--- config.mk ---
export PLATFORM = sky130hd
export DESIGN_NAME = cgctl_top
export DESIGN_NICKNAME = d
export VERILOG_FILES = /design/src/logic/cgctl_pkg.sv /design/src/logic/cgctl_top.sv
export VERILOG_INCLUDE_DIRS = /design/src /design/src/logic
export SDC_FILE = /design/constraint.sdc
export NUM_CORES = 1
export LEC_CHECK = 0
export ABC_AREA = 1
export BUFFER_PORTS_ARGS = -buffer_cell sky130_fd_sc_hd__buf_2
export CORE_MARGIN = 2
export CORE_UTILIZATION = 30
export CTS_CLUSTER_SIZE = 25
export DETAILED_ROUTE_END_ITERATION = 10
export HOLD_SLACK_MARGIN = 0.05
export PLACE_DENSITY = 0.48
export SLEW_MARGIN = 20
export SYNTH_ARGS = -nofsm -noshare
export SYNTH_HDL_FRONTEND = slang
export SYNTH_SLANG_ARGS = --single-unit
--- constraint.sdc ---
create_clock -name REF_CLK_I -period 2.65 [get_ports REF_CLK_I]
set_clock_uncertainty 0.05 [all_clocks]
set_input_delay 0 -clock REF_CLK_I [delete_from_list [all_inputs] [get_ports REF_CLK_I]]
set_output_delay 0 -clock REF_CLK_I [all_outputs]
set_load 0.01 [all_outputs]
--- src/logic/cgctl_params.svh ---
// Register offsets, field positions, reset values and timing counts of the clock generator control
`ifndef CGCTL_PARAMS_SVH
`define CGCTL_PARAMS_SVH
`define CGCTL_OFF_CTRL1 12'h000
`define CGCTL_OFF_CTRL2 12'h004
`define CGCTL_OFF_STAT 12'h008
`define CGCTL_C1_GAIN 7
`define CGCTL_C1_RANGE 6
`define CGCTL_C1_REFSEL 5
`define CGCTL_C1_MODE_HI 4
`define CGCTL_C1_MODE_LO 3
`define CGCTL_C1_OSCEN 2
`define CGCTL_C1_CLOCK_LOSS_DETECT_DISABLE 1
`define CGCTL_C2_LOLACT 7
`define CGCTL_C2_MULT_HI 6
`define CGCTL_C2_MULT_LO 4
`define CGCTL_C2_LOCACT 3
`define CGCTL_C2_DIV_HI 2
`define CGCTL_C2_DIV_LO 0
`define CGCTL_CTRL1_RST 8'h00
`define CGCTL_CTRL2_RST 8'h00
`define CGCTL_P_LOW 7'h40
`define CGCTL_P_HIGH 7'h01
`define CGCTL_N_BASE 5'h04
`define CGCTL_SETTLE_NS 20
`define CGCTL_CLK_MHZ 200
`define CGCTL_SETTLE_CYC ((`CGCTL_SETTLE_NS * `CGCTL_CLK_MHZ + 999) / 1000)
`endif

--- src/logic/cgctl_pkg.sv ---
// Types shared by the clock generator control block
package cgctl_pkg;
  typedef enum logic [1:0] {
    CGCTL_MODE_SELF = 2'h0,
    CGCTL_MODE_LOOP_INT = 2'h1,
    CGCTL_MODE_BYPASS_EXT = 2'h2,
    CGCTL_MODE_LOOP_EXT = 2'h3
  } cgctl_mode_t;
endpackage

--- src/logic/cgctl_top.sv ---
// Clock generator control registers behind an AHB-Lite slave
// How it works
// - Gain bit picks low power or high gain
// - Gain, range, reference bits write once
// - Range bit picks prescale 64 or 1
// - Range matters only in external modes
// - Reference bit picks external clock or crystal
// - Mode field encodes four clock modes
// - Bypass mode waits for external reference ok
// - Off mode keeps stored mode field
// - Mode, multiplier and divider writes dropped while previous write of that field pending
// - First mode 0X locks out 1X
// - Off-mode oscillator bit ignored at high gain/range
// - Off-mode oscillator enable conditions
// - Loss-of-clock detect disable bit
// - Lock-loss action applies while sticky flag set
// - Multiplier field sets factor N
// - Clock-loss action picks interrupt or reset
// - Divider field sets factor R
// - Reference ok flag reflects stable external clock
// - Reference status shows selected reference kind
`include "cgctl_params.svh"
`timescale 1ns/1ps
`default_nettype none
module cgctl_top
  import cgctl_pkg::*;
#(
  parameter int SETTLE_CYC = `CGCTL_SETTLE_CYC
) (
  // Clock and reset
  input wire logic REF_CLK_I,
  input wire logic RST_N_I,
  // AHB-Lite slave
  input wire logic HSEL_I,
  input wire logic [11:0] HADDR_I,
  input wire logic [1:0] HTRANS_I,
  input wire logic HWRITE_I,
  input wire logic [2:0] HSIZE_I,
  input wire logic HREADY_I,
  input wire logic [31:0] HWDATA_I,
  output logic [31:0] HRDATA_O,
  output logic HREADYOUT_O,
  output logic HRESP_O,
  // Clock generator status inputs (asynchronous)
  input wire logic EXT_REF_STABLE_I,
  input wire logic LOCK_LOST_STICKY_I,
  input wire logic CLOCK_LOST_I,
  input wire logic STOP_OFF_I,
  input wire logic OSC_ENABLE_REQ_I,
  // Clock generator controls
  output logic OSC_HIGH_GAIN_O,
  output logic OSC_HIGH_RANGE_O,
  output logic [6:0] PRESCALE_P_O,
  output logic OSC_CRYSTAL_O,
  output logic [1:0] ACTIVE_MODE_O,
  output logic OSC_ENABLE_O,
  output logic CLOCK_LOSS_DETECT_EN_O,
  output logic [4:0] MULT_N_O,
  output logic [7:0] DIV_R_O,
  output logic LOCK_LOSS_IRQ_O,
  output logic LOCK_LOSS_RESET_O,
  output logic CLOCK_LOSS_IRQ_O,
  output logic CLOCK_LOSS_RESET_O
);

  typedef struct packed {
    logic [7:0] ctrl1;
    logic [7:0] ctrl2;
    logic first1_done;
    logic ext_locked_out;
    logic ph_wr;
    logic [11:0] ph_addr;
    logic [1:0] act_mode;
    logic [1:0] mode_tgt;
    logic [2:0] mult_act;
    logic [2:0] div_act;
    logic [7:0] mode_cnt;
    logic [7:0] mult_cnt;
    logic [7:0] div_cnt;
    logic [1:0] s_ok;
    logic [1:0] s_lol;
    logic [1:0] s_loc;
    logic [1:0] s_stop;
    logic [1:0] s_oen;
    logic [31:0] rdata;
    logic [6:0] p_q;
    logic [4:0] n_q;
    logic [7:0] r_q;
    logic osc_en;
    logic lol_irq;
    logic lol_rst;
    logic loc_irq;
    logic loc_rst;
  } cgctl_state_t;

  localparam logic [7:0] SETTLE = 8'(SETTLE_CYC);

  cgctl_state_t s_q, s_d;

  // Word-aligned decode, used for writes and reads
  function automatic logic [1:0] reg_sel(input logic [11:0] a);
    if (a == `CGCTL_OFF_CTRL1) begin
      reg_sel = 2'h1;
    end else if (a == `CGCTL_OFF_CTRL2) begin
      reg_sel = 2'h2;
    end else if (a == `CGCTL_OFF_STAT) begin
      reg_sel = 2'h3;
    end else begin
      reg_sel = 2'h0;
    end
  endfunction

  logic addr_ok;
  logic ref_ok;
  logic [7:0] w;
  logic [1:0] new_mode;
  logic [1:0] rsel;

  // Next-state logic: bus, write rules, mode switching and decoded outputs
  always_comb begin
    s_d = s_q;
    addr_ok = 1'b0;
    w = HWDATA_I[7:0];
    new_mode = w[`CGCTL_C1_MODE_HI:`CGCTL_C1_MODE_LO];
    rsel = reg_sel(s_q.ph_addr);
    // Synchronisers: first stage feeds only the second
    s_d.s_ok = {s_q.s_ok[0], EXT_REF_STABLE_I};
    s_d.s_lol = {s_q.s_lol[0], LOCK_LOST_STICKY_I};
    s_d.s_loc = {s_q.s_loc[0], CLOCK_LOST_I};
    s_d.s_stop = {s_q.s_stop[0], STOP_OFF_I};
    s_d.s_oen = {s_q.s_oen[0], OSC_ENABLE_REQ_I};
    ref_ok = s_q.s_ok[1];

    // Address phase capture
    s_d.ph_wr = 1'b0;
    if (HSEL_I && HREADY_I && HTRANS_I[1]) begin
      addr_ok = (HSIZE_I == 3'h2);
      s_d.ph_wr = HWRITE_I && addr_ok;
      s_d.ph_addr = HADDR_I;
    end

    // Data phase writes
    if (s_q.ph_wr && rsel == 2'h1) begin
      if (!s_q.first1_done) begin
        s_d.ctrl1[7:5] = w[7:5];
        s_d.first1_done = 1'b1;
        s_d.ext_locked_out = !new_mode[1];
      end
      s_d.ctrl1[2:1] = w[2:1];
      // Mode accepted if nothing pending and, for an external mode, not locked out by the first write
      if (s_q.mode_cnt == 8'h00 && !(new_mode[1] && (s_q.first1_done ? s_q.ext_locked_out : 1'b0))) begin
        s_d.ctrl1[4:3] = new_mode;
        s_d.mode_cnt = SETTLE;
      end
    end
    if (s_q.ph_wr && rsel == 2'h2) begin
      s_d.ctrl2[7] = w[7];
      s_d.ctrl2[3] = w[3];
      if (s_q.mult_cnt == 8'h00) begin
        s_d.ctrl2[6:4] = w[6:4];
        s_d.mult_cnt = SETTLE;
      end
      if (s_q.div_cnt == 8'h00) begin
        s_d.ctrl2[2:0] = w[2:0];
        s_d.div_cnt = SETTLE;
      end
    end

    // Pending writes complete after the settle count
    if (s_q.mode_cnt != 8'h00) begin
      s_d.mode_cnt = s_q.mode_cnt - 8'h01;
    end
    if (s_q.mult_cnt != 8'h00) begin
      s_d.mult_cnt = s_q.mult_cnt - 8'h01;
    end else begin
      s_d.mult_act = s_q.ctrl2[6:4];
    end
    if (s_q.div_cnt != 8'h00) begin
      s_d.div_cnt = s_q.div_cnt - 8'h01;
    end else begin
      s_d.div_act = s_q.ctrl2[2:0];
    end

    // Active mode follows requested mode; off mode freezes it, stored field stays
    s_d.mode_tgt = s_q.ctrl1[4:3];
    if (!s_q.s_stop[1] && s_q.mode_cnt == 8'h00) begin
      if (s_q.mode_tgt == CGCTL_MODE_BYPASS_EXT) begin
        if (ref_ok) begin
          s_d.act_mode = s_q.mode_tgt;
        end
      end else begin
        s_d.act_mode = s_q.mode_tgt;
      end
    end

    // Prescale only meaningful in external modes
    if (s_q.act_mode[1]) begin
      s_d.p_q = s_q.ctrl1[`CGCTL_C1_RANGE] ? `CGCTL_P_HIGH : `CGCTL_P_LOW;
    end else begin
      s_d.p_q = `CGCTL_P_HIGH;
    end
    s_d.n_q = `CGCTL_N_BASE + {1'b0, s_q.mult_act, 1'b0};
    s_d.r_q = 8'h01 << s_q.div_act;

    // Oscillator enable, including off-mode behaviour
    if (!s_q.s_stop[1]) begin
      s_d.osc_en = s_q.ctrl1[4] && s_q.ctrl1[`CGCTL_C1_REFSEL];
    end else if (s_q.ctrl1[7] && s_q.ctrl1[6]) begin
      s_d.osc_en = s_q.s_oen[1] && s_q.ctrl1[4:3] == 2'h2 && s_q.ctrl1[5];
    end else if (s_q.ctrl1[`CGCTL_C1_OSCEN]) begin
      s_d.osc_en = s_q.ctrl1[4] && s_q.ctrl1[5];
    end else begin
      s_d.osc_en = s_q.s_oen[1] && s_q.ctrl1[4:3] == 2'h2 && s_q.ctrl1[5];
    end

    // Loss events steered to interrupt or reset request
    s_d.lol_irq = s_q.s_lol[1] && !s_q.ctrl2[`CGCTL_C2_LOLACT];
    s_d.lol_rst = s_q.s_lol[1] && s_q.ctrl2[`CGCTL_C2_LOLACT];
    s_d.loc_irq = s_q.s_loc[1] && !s_q.ctrl1[1] && !s_q.ctrl2[`CGCTL_C2_LOCACT];
    s_d.loc_rst = s_q.s_loc[1] && !s_q.ctrl1[1] && s_q.ctrl2[`CGCTL_C2_LOCACT];

    // Read data registered in the address phase
    s_d.rdata = 32'h0;
    if (HSEL_I && HREADY_I && HTRANS_I[1] && !HWRITE_I) begin
      case (reg_sel(HADDR_I))
        2'h1: s_d.rdata = {24'h0, s_q.ctrl1};
        2'h2: s_d.rdata = {24'h0, s_q.ctrl2};
        2'h3: s_d.rdata = {24'h0, s_q.act_mode, s_q.ctrl1[5], s_q.s_lol[1], 2'h0, ref_ok, 1'b0};
        default: s_d.rdata = 32'h0;
      endcase
    end
  end

  // State register, synchronous reset
  always_ff @(posedge REF_CLK_I) begin
    if (!RST_N_I) begin
      s_q <= '0;
      s_q.ctrl1 <= `CGCTL_CTRL1_RST;
      s_q.ctrl2 <= `CGCTL_CTRL2_RST;
      s_q.p_q <= `CGCTL_P_HIGH;
      s_q.n_q <= `CGCTL_N_BASE;
      s_q.r_q <= 8'h01;
    end else begin
      s_q <= s_d;
    end
  end

  // Zero-wait slave, always OKAY
  assign HREADYOUT_O = 1'b1;
  assign HRESP_O = 1'b0;
  assign HRDATA_O = s_q.rdata;
  assign OSC_HIGH_GAIN_O = s_q.ctrl1[`CGCTL_C1_GAIN];
  assign OSC_HIGH_RANGE_O = s_q.ctrl1[`CGCTL_C1_RANGE];
  assign PRESCALE_P_O = s_q.p_q;
  assign OSC_CRYSTAL_O = s_q.ctrl1[`CGCTL_C1_REFSEL];
  assign ACTIVE_MODE_O = s_q.act_mode;
  assign OSC_ENABLE_O = s_q.osc_en;
  assign CLOCK_LOSS_DETECT_EN_O = !s_q.ctrl1[`CGCTL_C1_CLOCK_LOSS_DETECT_DISABLE];
  assign MULT_N_O = s_q.n_q;
  assign DIV_R_O = s_q.r_q;
  assign LOCK_LOSS_IRQ_O = s_q.lol_irq;
  assign LOCK_LOSS_RESET_O = s_q.lol_rst;
  assign CLOCK_LOSS_IRQ_O = s_q.loc_irq;
  assign CLOCK_LOSS_RESET_O = s_q.loc_rst;

endmodule
`default_nettype wire

==> out/metrics.yaml, run 1 <==
status:
  outcome: "completed"
yosys:
  synth_warnings: 0
  synth-edff-count: 0
  synth_cell_types: 37
  yosysSeqAreaShare: 0.446
  syn_inst: 587
  async_reset_ff_frac: 0
  netlist_area_sq_um: 4530
  avgSynthCellArea_sq_um: 7.72
  ys_ff_latch: 101
  ys.flop_type: "dfxtp_1"
critical_path:
  r2r_end: "s_q[122]$_SDFFE_PN0P_"
  path_class: "input port to register"
  cp-end-kind: "register"
  cp_data_required_time_ns: 2.86
  crit_path_end: "s_q[113]$_SDFF_PN0_"
  r2r-start: "s_q[75]$_SDFFE_PN0P_"
  reg2reg_depth: 8
  path_max_fanout: 1
  arrival_ns: 2.01
  cp-startpoint: "HSIZE_I[2]"
  start_kind: "input port"
  ff2ff_setup_slack_ns: 0.96
floorplan:
  io_pins: 124
  num_rows: 44
  die_x_um: 127
  dieArea_sq_um: 16100
  die_h_um: 127
  initial_utilization: 0.309
  core_area_sq_um: 14600
clock_network:
  post_cts_buffers: 0
  tritoncts.num_buffers: 9
  clock-sinks: 101
  htree_levels: 3
  cts_resized: 0
  ctsHoldBuffers: 29
  cts_buffer_depth: 2
  clk_pin_slew_ns: 0.07
  cts_tree: "built"
  cts_root_buf: "clkbuf_16"
  clk-insertion-delay-late_ns: 0.35
sta:
  min_period_over_period: 0.679
  hold_viol_final: 0
  relSlewSlack: 0.617
  max_freq_ghz: 0.556
  tns_ns: 0
  report.final.slew_viol_count: 0
  rsz0062_at_grt: "no"
  fin_hold_ws_ns: 0.0727
  setup_violations: 0
  tightest_slew_ns: 0.573
  fin_crit_ns: 1.80
hold_path:
  hold_class: "input port to register"
routing:
  via_per_inst: 4.31
  drtIter0Drc: 243
  routed_wl_mm: 9.75
  met3_length_um: 394
  wl_met1_mm: 4.41
  dr_wl_met2_mm: 4.72
  drc: 0
  ant_nets: 0
  highest_layer: "met4"
  drt_first_pass_iters: 5
  vias: 3639
  wl_per_cell_um: 11.5
place:
  dpl.hpwl_mm: 6.90
  place.gp.congestion: 0.748
  portBuffers: 66
  dpl_cell_area_sq_um: 4720
global_route:
  overflow: 0
  antenna_found_initial: 0
  grt_usage: 0.125
  grt_pass1_vias: 3436
  grt_max_degree: 40
  grt_pass1_wl_mm: 16.0
finish:
  fillers: 1522
  regArea_sq_um: 2020
  fin_area_sq_um: 5330
  multi_input_area_sq_um: 1830
  antenna_cells: 0
  syn_to_final_growth_pct: 17.6
  layout-drive-gt1-share: 0.185
  layout.nets: 719
job:
  cap_violations: 0
power:
  ir_drop_mv: 0.329
  power.density_nw_per_um2: 874
  p_leak_nw: 2.55
sequential cells by signal, summed over array words and instances (netlist names):
name,flops
OSC_HIGH_RANGE_O,1
LOCK_LOSS_RESET_O,1
CLOCK_LOSS_IRQ_O,1
LOCK_LOSS_IRQ_O,1
DIV_R_O,8
OSC_HIGH_GAIN_O,1
CLOCK_LOSS_RESET_O,1
s_d,7
s_q,61
OSC_CRYSTAL_O,1
MULT_N_O,4
ref_ok,1
OSC_ENABLE_O,1
ACTIVE_MODE_O,2
HRDATA_O,8
PRESCALE_P_O,2
layout by cell type, fill, tap and decap left out, drive strengths merged:
cell type and instances:
nor2 81, o31ai 1, or2 4, o21ai 26, clkinv 5, buf 67
nand2 101, bufinv 2, a211oi 2, dfxtp 101, xnor2 2, nand3b 1
inv 78, nor3b 1, dlygate4sd3 29, nor3 19, a21oi 41, a221oi 1
nor4 2, clkbuf 10, nand3 42, nand4 4, conb 32, ha 5
xor2 3
Yosys cell counts (2+ instances only):
library cell	n	area (sq um)
dfxtp_1	101	2020
nand2_1	95	357
inv_1	71	267
nor2_1	68	255
buf_4	56	420
a21oi_1	40	200
nand3_1	38	190
nor3_1	18	90.1
o21ai_0	13	65.1
o21ai_1	13	65.1
clkbuf_1	7	26.3
nor2_2	7	43.8
inv_2	6	22.5
ha_1	5	62.6
nand2_2	5	31.3
nand3_2	4	40.0
buf_2	3	15.0
buf_6	3	33.8
nand4_1	3	18.8
nor2_4	3	33.8
nor2_8	3	60.1
or2_2	3	18.8
xor2_1	3	26.3
a211oi_2	2	25.0
clkinv_1	2	7.51
conb_1	2	7.51
nor4_1	2	12.5
xnor2_1	2	17.5
routing by layer:
layer	GRT usage	vias to the layer above
li1	-	1889
met1	0.148	1670
met2	0.213	63
met3	0.0278	17
met4	0.0640	0
met5	0	-
cells by family (layout without fill, tap and decap cells):
kind of cell	after synthesis	count (layout)	share of synthesized area
buffers and inverters	148	191	0.175
other	2	32	0.00166
XOR/XNOR	5	5	0.00967
flip-flops	101	101	0.446
AO/OA/AOI/OAI	71	71	0.0856
adder cells (fa/ha/maj)	5	5	0.0138
AND/OR/NAND/NOR	255	255	0.268
worst max-delay path, cell delays in order:
cell	delay [ns]
dlygate4sd3_1	0.53
buf_2	0.12
nor2_1	0.08
dlygate4sd3_1	0.55
nand3_1	0.05
dlygate4sd3_1	0.56
nor3_1	0.12
cell type report:
cell class,count,share of cell area
inverters,79,0.0556
well taps,184,0.0432
clock buffers,10,0.0448
flip-flops and latches,101,0.379
multi-input cells,368,0.343
repair buffers,96,0.118
clock inverters,6,0.0157
per-stage QoR:
stage,worst slack (ns),instances,power [mW],util
final,0.851,844,4.66,0.364
after global routing,0.767,844,5.02,0.364
after CTS,0.852,844,4.72,0.364
after detailed placement,0.970,799,3.25,0.322
after global placement,0.998,799,3.22,0.322
after floorplan,1.33,617,3.09,-
worst min path at each step:
stage                     start                   end  slack (ns)  cells after the start
2_1_floorplan  OSC_ENABLE_REQ_I    s_d[58]$_SDFF_PN0_        0.05                      2
3_3_place_gp       CLOCK_LOST_I    s_d[62]$_SDFF_PN0_        0.13                      3
3_5_place_dp       CLOCK_LOST_I    s_d[62]$_SDFF_PN0_        0.14                      3
4_1_cts                 RST_N_I  s_q[72]$_SDFFE_PN0P_        0.07                      3
5_1_grt                 RST_N_I  s_q[72]$_SDFFE_PN0P_        0.09                      3
6_report                RST_N_I  s_q[72]$_SDFFE_PN0P_        0.07                      3
where the power goes:
group,total (mW),switching (mW),internal (mW)
clock network,1.43,0.576,0.852
registers,1.92,0.167,1.76
logic,1.31,0.797,0.509
total,4.66,1.54,3.12
Power figures use the tool's default switching activity.
==> run 2: changes to the inputs <==
Settings changed: ABC_AREA 1 to 0, PLACE_DENSITY 0.48 to 0.5.
Clock period 2.65 ns to 1.6 ns, I/O delays scaled along.
==> run 2 against run 1 <==
Effect of this change:
- the run now ends with setup timing left
- utilization is 3.2 points higher
- combinational power increased by 130%
- cell area rose by 4.0%
- sequential power up 58%
- die area is 4.7% lower
- hold slack worse by 0.0098 ns
- critical path depth down 2
- total power up 74%
- critical path type is now register to register
==> out/metrics.yaml, run 2 <==
floorplan:
  initial_utilization: 0.308  # -0.00106
  num_rows: 43  # -2.3%
  io_pins: 124  # unchanged
  die_x_um: 124  # -2.4%
  dieArea_sq_um: 15400  # -4.7%
  die_h_um: 124  # -2.4%
  core_area_sq_um: 14000  # -4.5%
clock_network:
  tritoncts.num_buffers: 9  # unchanged
  clk-insertion-delay-late_ns: 0.34  # about the same
  clk_pin_slew_ns: 0.07  # about the same
  cts_root_buf: "clkbuf_16"
  clock-sinks: 101  # unchanged
  cts_buffer_depth: 2  # unchanged
  cts_tree: "built"
  htree_levels: 3  # unchanged
job:
  cap_violations: 0  # unchanged
critical_path:
  r2r_end: "s_q[119]$_SDFFE_PN0P_"
  reg2reg_depth: 5  # -3
  start_kind: "register"
  r2r-start: "s_q[109]$_SDFFE_PN0P_"
  path_class: "register to register"
  path_max_fanout: 9  # +8
  ff2ff_setup_slack_ns: -0.21  # -1.17 ns
  cp-end-kind: "register"
  cp_data_required_time_ns: 1.78  # -1.08 ns
  arrival_ns: 2.00  # about the same
  cp-startpoint: "s_q[109]$_SDFFE_PN0P_"
place:
  portBuffers: 66  # unchanged
  place.gp.congestion: 0.803  # +7.4%
  dpl.hpwl_mm: 6.86  # -0.63%
  place_ws_ns: -0.191  # -1.16 ns
finish:
  final_cell_mix: "dfxtp_1 (95), buf_2 (66), nand2_1 (64)"
  layout-drive-gt1-share: 0.279  # +0.0946
  layout_commonest_cell: "dfxtp_1"
  largest_reg_flops: 61  # unchanged
  syn_to_final_growth_pct: 28.5
  antenna_cells: 0  # unchanged
  layout.nets: 654  # -9.0%
  top_register: "s_q"
  fillers: 1412  # -7.2%
sta:
  min_period_over_period: 1.13
  report.final.slew_viol_count: 0  # unchanged
  worst_slack_ns: -0.215  # -1.07 ns
  setup_violations: 26  # +26
  fin_crit_ns: 1.81
  hold_viol_final: 0  # unchanged
  tns_ns: -2.21  # -2.21 ns
  max_freq_ghz: 0.551
  rsz0062_at_grt: "yes"
yosys:
  synth_warnings: 0  # unchanged
  ys_ff_latch: 101  # unchanged
  synth.most_common_cell: "dfxtp_1"
  synth-edff-count: 0  # unchanged
  synth_commonest_cells: "dfxtp_1 (101), nand2_1 (65), buf_4 (56)"
  synth_cell_types: 49  # +32%
  yosys.area.top_type: "dfxtp_1"
  ys_top_cells_by_area: "dfxtp_1 (47%), buf_4 (9.7%), nand2_1 (5.7%)"
  syn_inst: 484  # -18%
  ys.flop_type: "dfxtp_1"
  avgSynthCellArea_sq_um: 8.91  # +15%
  async_reset_ff_frac: 0  # unchanged
  netlist_area_sq_um: 4310  # -4.8%
  yosysTopAreaCellShare: 0.469  # +0.0225
  yosysSeqAreaShare: 0.469  # +0.0225
hold_path:
  min_from: "RST_N_I"
  hold_class: "input port to register"
  worstHoldEndpoint: "HRDATA_O[3]$_SDFF_PN0_"
  whs_path_depth: 4  # +1
routing:
  routed_wl_mm: 9.64  # -1.1%
  vias: 3462  # -4.9%
  drt_first_pass_iters: 5  # unchanged
  drc: 0  # unchanged
  drtIter0Drc: 113  # -53%
  via_per_inst: 4.47  # +3.7%
  ant_nets: 0  # unchanged
  wl_per_cell_um: 12.5  # +7.9%
global_route:
  antenna_found_initial: 0  # unchanged
  grt_usage: 0.126  # +0.000906
  use_met3: 0.0293  # +0.00147
  overflow: 0  # unchanged
  busiest_layer: "met2"
  grt_use_met1: 0.167  # +0.0191
  grt_max_degree: 38  # -5.0%
  grt_pass1_wl_mm: 15.1  # -5.8%
  gr-usage-met2: 0.206  # -0.00746
  grt_pass1_vias: 3126  # -9.0%
power:
  ir_drop_mv: 0.528  # +60%
  power.density_nw_per_um2: 1460  # +67%
  p_leak_nw: 2.35  # -8.0%
status:
  violations: "setup timing"
  outcome: "complete, but fails checks"
[run 2: cells by family after synthesis]
family | after synthesis | synth area share
AO/OA/AOI/OAI | 69 | 0.0952
XOR/XNOR | 4 | 0.00812
adder cells (fa/ha/maj) | 5 | 0.0145
buffers and inverters | 88 | 0.126
flip-flops | 101 | 0.469
multiplexers | 24 | 0.0560
other | 2 | 0.00174
AND/OR/NAND/NOR | 191 | 0.230
[run 2: worst max-delay path, cell delays in order (launching register included)]
cell	delay, ns
dfxtp_1	0.31
or4_4	0.57
nor4_4	0.29
buf_6	0.18
mux2i_1	0.24
nor2_1	0.06
[run 2: report_power, final]
part           leakage, nW  switching [mW]  internal [mW]
registers            0.823           0.243           2.79
logic                 1.39            1.41           1.57
clock network        0.138            1.01           1.08
[run 2: routing by layer]
| metal | wire (um) | vias to the layer above |
|---|---|---|
| met5 | 0 | - |
| met4 | 122 | 0 |
| met3 | 505 | 11 |
| met2 | 4500 | 88 |
| met1 | 4520 | 1595 |
| li1 | - | 1768 |
[run 2: through the flow]
step	utilization	power (mW)	area (sq um)	cells	hold WS (ns)
2_1_floorplan	-	4.82	4450	514	0.0773
3_3_place_gp	0.344	5.60	4810	727	0.154
3_5_place_dp	0.344	5.64	4810	727	0.160
4_1_cts	0.390	7.95	5450	772	0.0945
5_1_grt	0.396	8.64	5540	774	0.0772
6_report	0.396	8.10	5540	774	0.0629
[run 2: timing repair]
| action | 4_1_cts | 5_1_grt |
|---|---|---|
| hold buffers | 27 | 1 |
| pin swaps | 10 | 2 |
| resized for setup | 18 | 18 |
| setup endpoints to repair | 31 | 46 |
| setup buffers | 3 | 1 |
| endpoints found under the hold margin | 37 | 3 |
[run 2: worst max-delay path by stage]
stage | slack (ns) | to | cells after the start
finish | -0.21 | s_q[119]$_SDFFE_PN0P_ | 5
global route | -0.29 | s_q[123]$_SDFFE_PN0P_ | 5
detailed placement | -0.19 | s_q[75]$_SDFFE_PN0P_ | 5
floorplan | -0.19 | s_q[75]$_SDFFE_PN0P_ | 4
CTS | -0.20 | s_q[75]$_SDFFE_PN0P_ | 5
global placement | -0.18 | s_q[75]$_SDFFE_PN0P_ | 5
[run 2: area by class of cell]
cell class,count,area [sq um],share of cell area
clock buffer,9,225,0.0407
clock inverter,6,55.1,0.00994
inverter,15,56.3,0.0102
multi-input combinational,325,2000,0.361
sequential,101,2030,0.366
tap,180,225,0.0407
timing repair buffer,138,948,0.171
==> run 3: changes to the inputs <==
Settings changed: CORE_MARGIN 2 to 4, CTS_BUF_LIST set to sky130_fd_sc_hd__clkbuf_8 sky130_fd_sc_hd__clkbuf_16.
==> run 3 against run 2 <==
Effect of this change:
- the flow still finishes with violations (setup timing)
- hold slack better by 0.049 ns
- final cell count up 0.39%
- cell area up 2.0%
- largest cell class is now multi-input gates
- largest power group is now combinational logic
==> out/metrics.yaml, run 3 (same netlist as run 2, synthesis figures left out) <==
sta:
  max_freq_ghz: 0.564  # +2.3%
  tns_ns: -1.94  # +0.268 ns
  tightest_slew_ns: 0.511
  hold_viol_final: 0  # unchanged
  relSlewSlack: 0.659
  setup_violations: 24  # -7.7%
  fin_crit_ns: 1.77  # -0.0414 ns
  report.final.slew_viol_count: 0  # unchanged
  worst_slack_ns: -0.173  # +0.0414 ns
  rsz0062_at_grt: "yes"
  min_period_over_period: 1.11  # -0.0258
floorplan:
  num_rows: 43  # unchanged
  core_area_sq_um: 14000  # unchanged
  die_h_um: 128  # +3.2%
  die_x_um: 128  # +3.2%
  initial_utilization: 0.308  # unchanged
  dieArea_sq_um: 16400  # +6.6%
  io_pins: 124  # unchanged
critical_path:
  cp-end-kind: "register"
  start_kind: "register"
  r2r-start: "s_q[109]$_SDFFE_PN0P_"
  arrival_ns: 1.96  # -0.04 ns
  cp_data_required_time_ns: 1.79  # about the same
  path_max_fanout: 9  # unchanged
  cp-startpoint: "s_q[109]$_SDFFE_PN0P_"
  path_class: "register to register"
routing:
  routed_wl_mm: 9.95  # +3.2%
  drtIter0Drc: 175  # +55%
  via_per_inst: 4.47  # about the same
  ant_nets: 0  # unchanged
  wl_per_cell_um: 12.8  # +2.8%
  drt_first_pass_iters: 4  # -1
  drc: 0  # unchanged
  vias: 3473  # +0.32%
clock_network:
  clk-insertion-delay-late_ns: 0.34  # about the same
  cts_root_buf: "clkbuf_16"
  cts_buffer_depth: 2  # unchanged
  cts_tree: "built"
  tritoncts.num_buffers: 9  # unchanged
  htree_levels: 3  # unchanged
  clock-sinks: 101  # unchanged
  clk_pin_slew_ns: 0.07  # about the same
global_route:
  grt_usage: 0.123  # -0.00333
  antenna_found_initial: 0  # unchanged
  use_met3: 0.0267  # -0.00264
  grt_use_met1: 0.160  # -0.00747
  grt_pass1_vias: 3448  # +10%
  busiest_layer: "met2"
  overflow: 0  # unchanged
  grt_max_degree: 38  # unchanged
  grt_pass1_wl_mm: 16.3  # +7.9%
  gr-usage-met2: 0.207  # +0.00102
finish:
  fillers: 1405  # -0.50%
  fin_area_sq_um: 5650  # +2.0%
  final_cell_mix: "dfxtp_1 (93), buf_2 (66), nand2_1 (63)"
  regArea_sq_um: 2030  # +0.12%
  stdcell_count: 777  # +0.39%
  top_register: "s_q"
  layout.nets: 656  # +0.31%
  layout-drive-gt1-share: 0.298  # +0.0187
  layout_commonest_cell: "dfxtp_1"
  syn_to_final_growth_pct: 31.0
  antenna_cells: 0  # unchanged
  multi_input_area_sq_um: 2050  # +2.4%
  largest_reg_flops: 61  # unchanged
power:
  p_leak_nw: 2.38  # +1.5%
  fin_total_pwr_mw: 8.36  # +3.2%
  power.density_nw_per_um2: 1480  # +1.2%
  ir_drop_mv: 0.595  # +13%
place:
  place.gp.congestion: 0.767  # -4.5%
  portBuffers: 66  # unchanged
  dp.cells: 729  # +0.28%
  dpl.hpwl_mm: 7.14  # +4.1%
  dpl_cell_area_sq_um: 4840  # +0.57%
  place_ws_ns: -0.182  # +0.00864 ns
job:
  cap_violations: 0  # unchanged
status:
  violations: "setup timing"
  outcome: "complete, but fails checks"
hold_path:
  hold_class: "input port to register"
  min_from: "HWRITE_I"
## run 3: changes by cell type in the layout (fill, tap and decap cells not counted), moves of 2 or more
cell,delta
clkinv_4,-3
o21ai_1,+3
o21ai_0,-5
buf_4,-2
clkinvlp_4,+3
o21ai_2,+2
dfxtp_2,+2
nand3_1,-2
dfxtp_1,-2
nand3_2,+3
buf_6,+4
## run 3: final timing paths
path                                               end  slack [ns]  depth (start not counted)
worst max-delay path              s_q[75]$_SDFFE_PN0P_       -0.17                          5
worst min register to register  MULT_N_O[2]$_SDFF_PN1_        0.36                          1
worst min-delay path            HRDATA_O[5]$_SDFF_PN0_        0.11                          3
worst max register to register    s_q[75]$_SDFFE_PN0P_       -0.17                          5
## run 3: layout make-up
cell class | instances | area share
tap | 180 | 0.0399
sequential | 101 | 0.360
timing repair buffer | 140 | 0.175
clock buffer | 9 | 0.0399
clock inverter | 7 | 0.0131
inverter | 15 | 0.00996
multi-input combinational | 325 | 0.363
## run 3: per-layer routing
layer / wire, um / vias up / part of all wire
met4: 114 / 0 / 0.011
met5: 0 / - / 0
met2: 4620 / 84 / 0.46
li1: - / 1771 / -
met3: 495 / 9 / 0.050
met1: 4720 / 1609 / 0.47
## run 3: where the power goes
| part | switching, mW | internal [mW] |
|---|---|---|
| Sequential | 0.240 | 2.79 |
| Clock | 0.970 | 1.22 |
| Combinational | 1.47 | 1.67 |
## run 3: stage by stage
step                utilization  hold WS (ns)
global placement          0.346         0.156
floorplan                     -        0.0773
global route              0.404         0.146
detailed placement        0.346         0.160
finish                    0.404         0.112
CTS                       0.395        0.0932
## run 3: worst max-delay path, cell delays in order, from the launching register on
cell     delay [ns]
dfxtp_2        0.32
or4_4          0.57
nor4_4         0.28
buf_6          0.17
nor4_1         0.05
a31o_2         0.22
## run 3: what timing repair did
action	CTS	global route
gates resized for setup	26	28
hold endpoints to repair	37	0
pin swaps	18	8
setup buffers	2	3
hold buffers	27	0
endpoints found under the setup margin	30	40
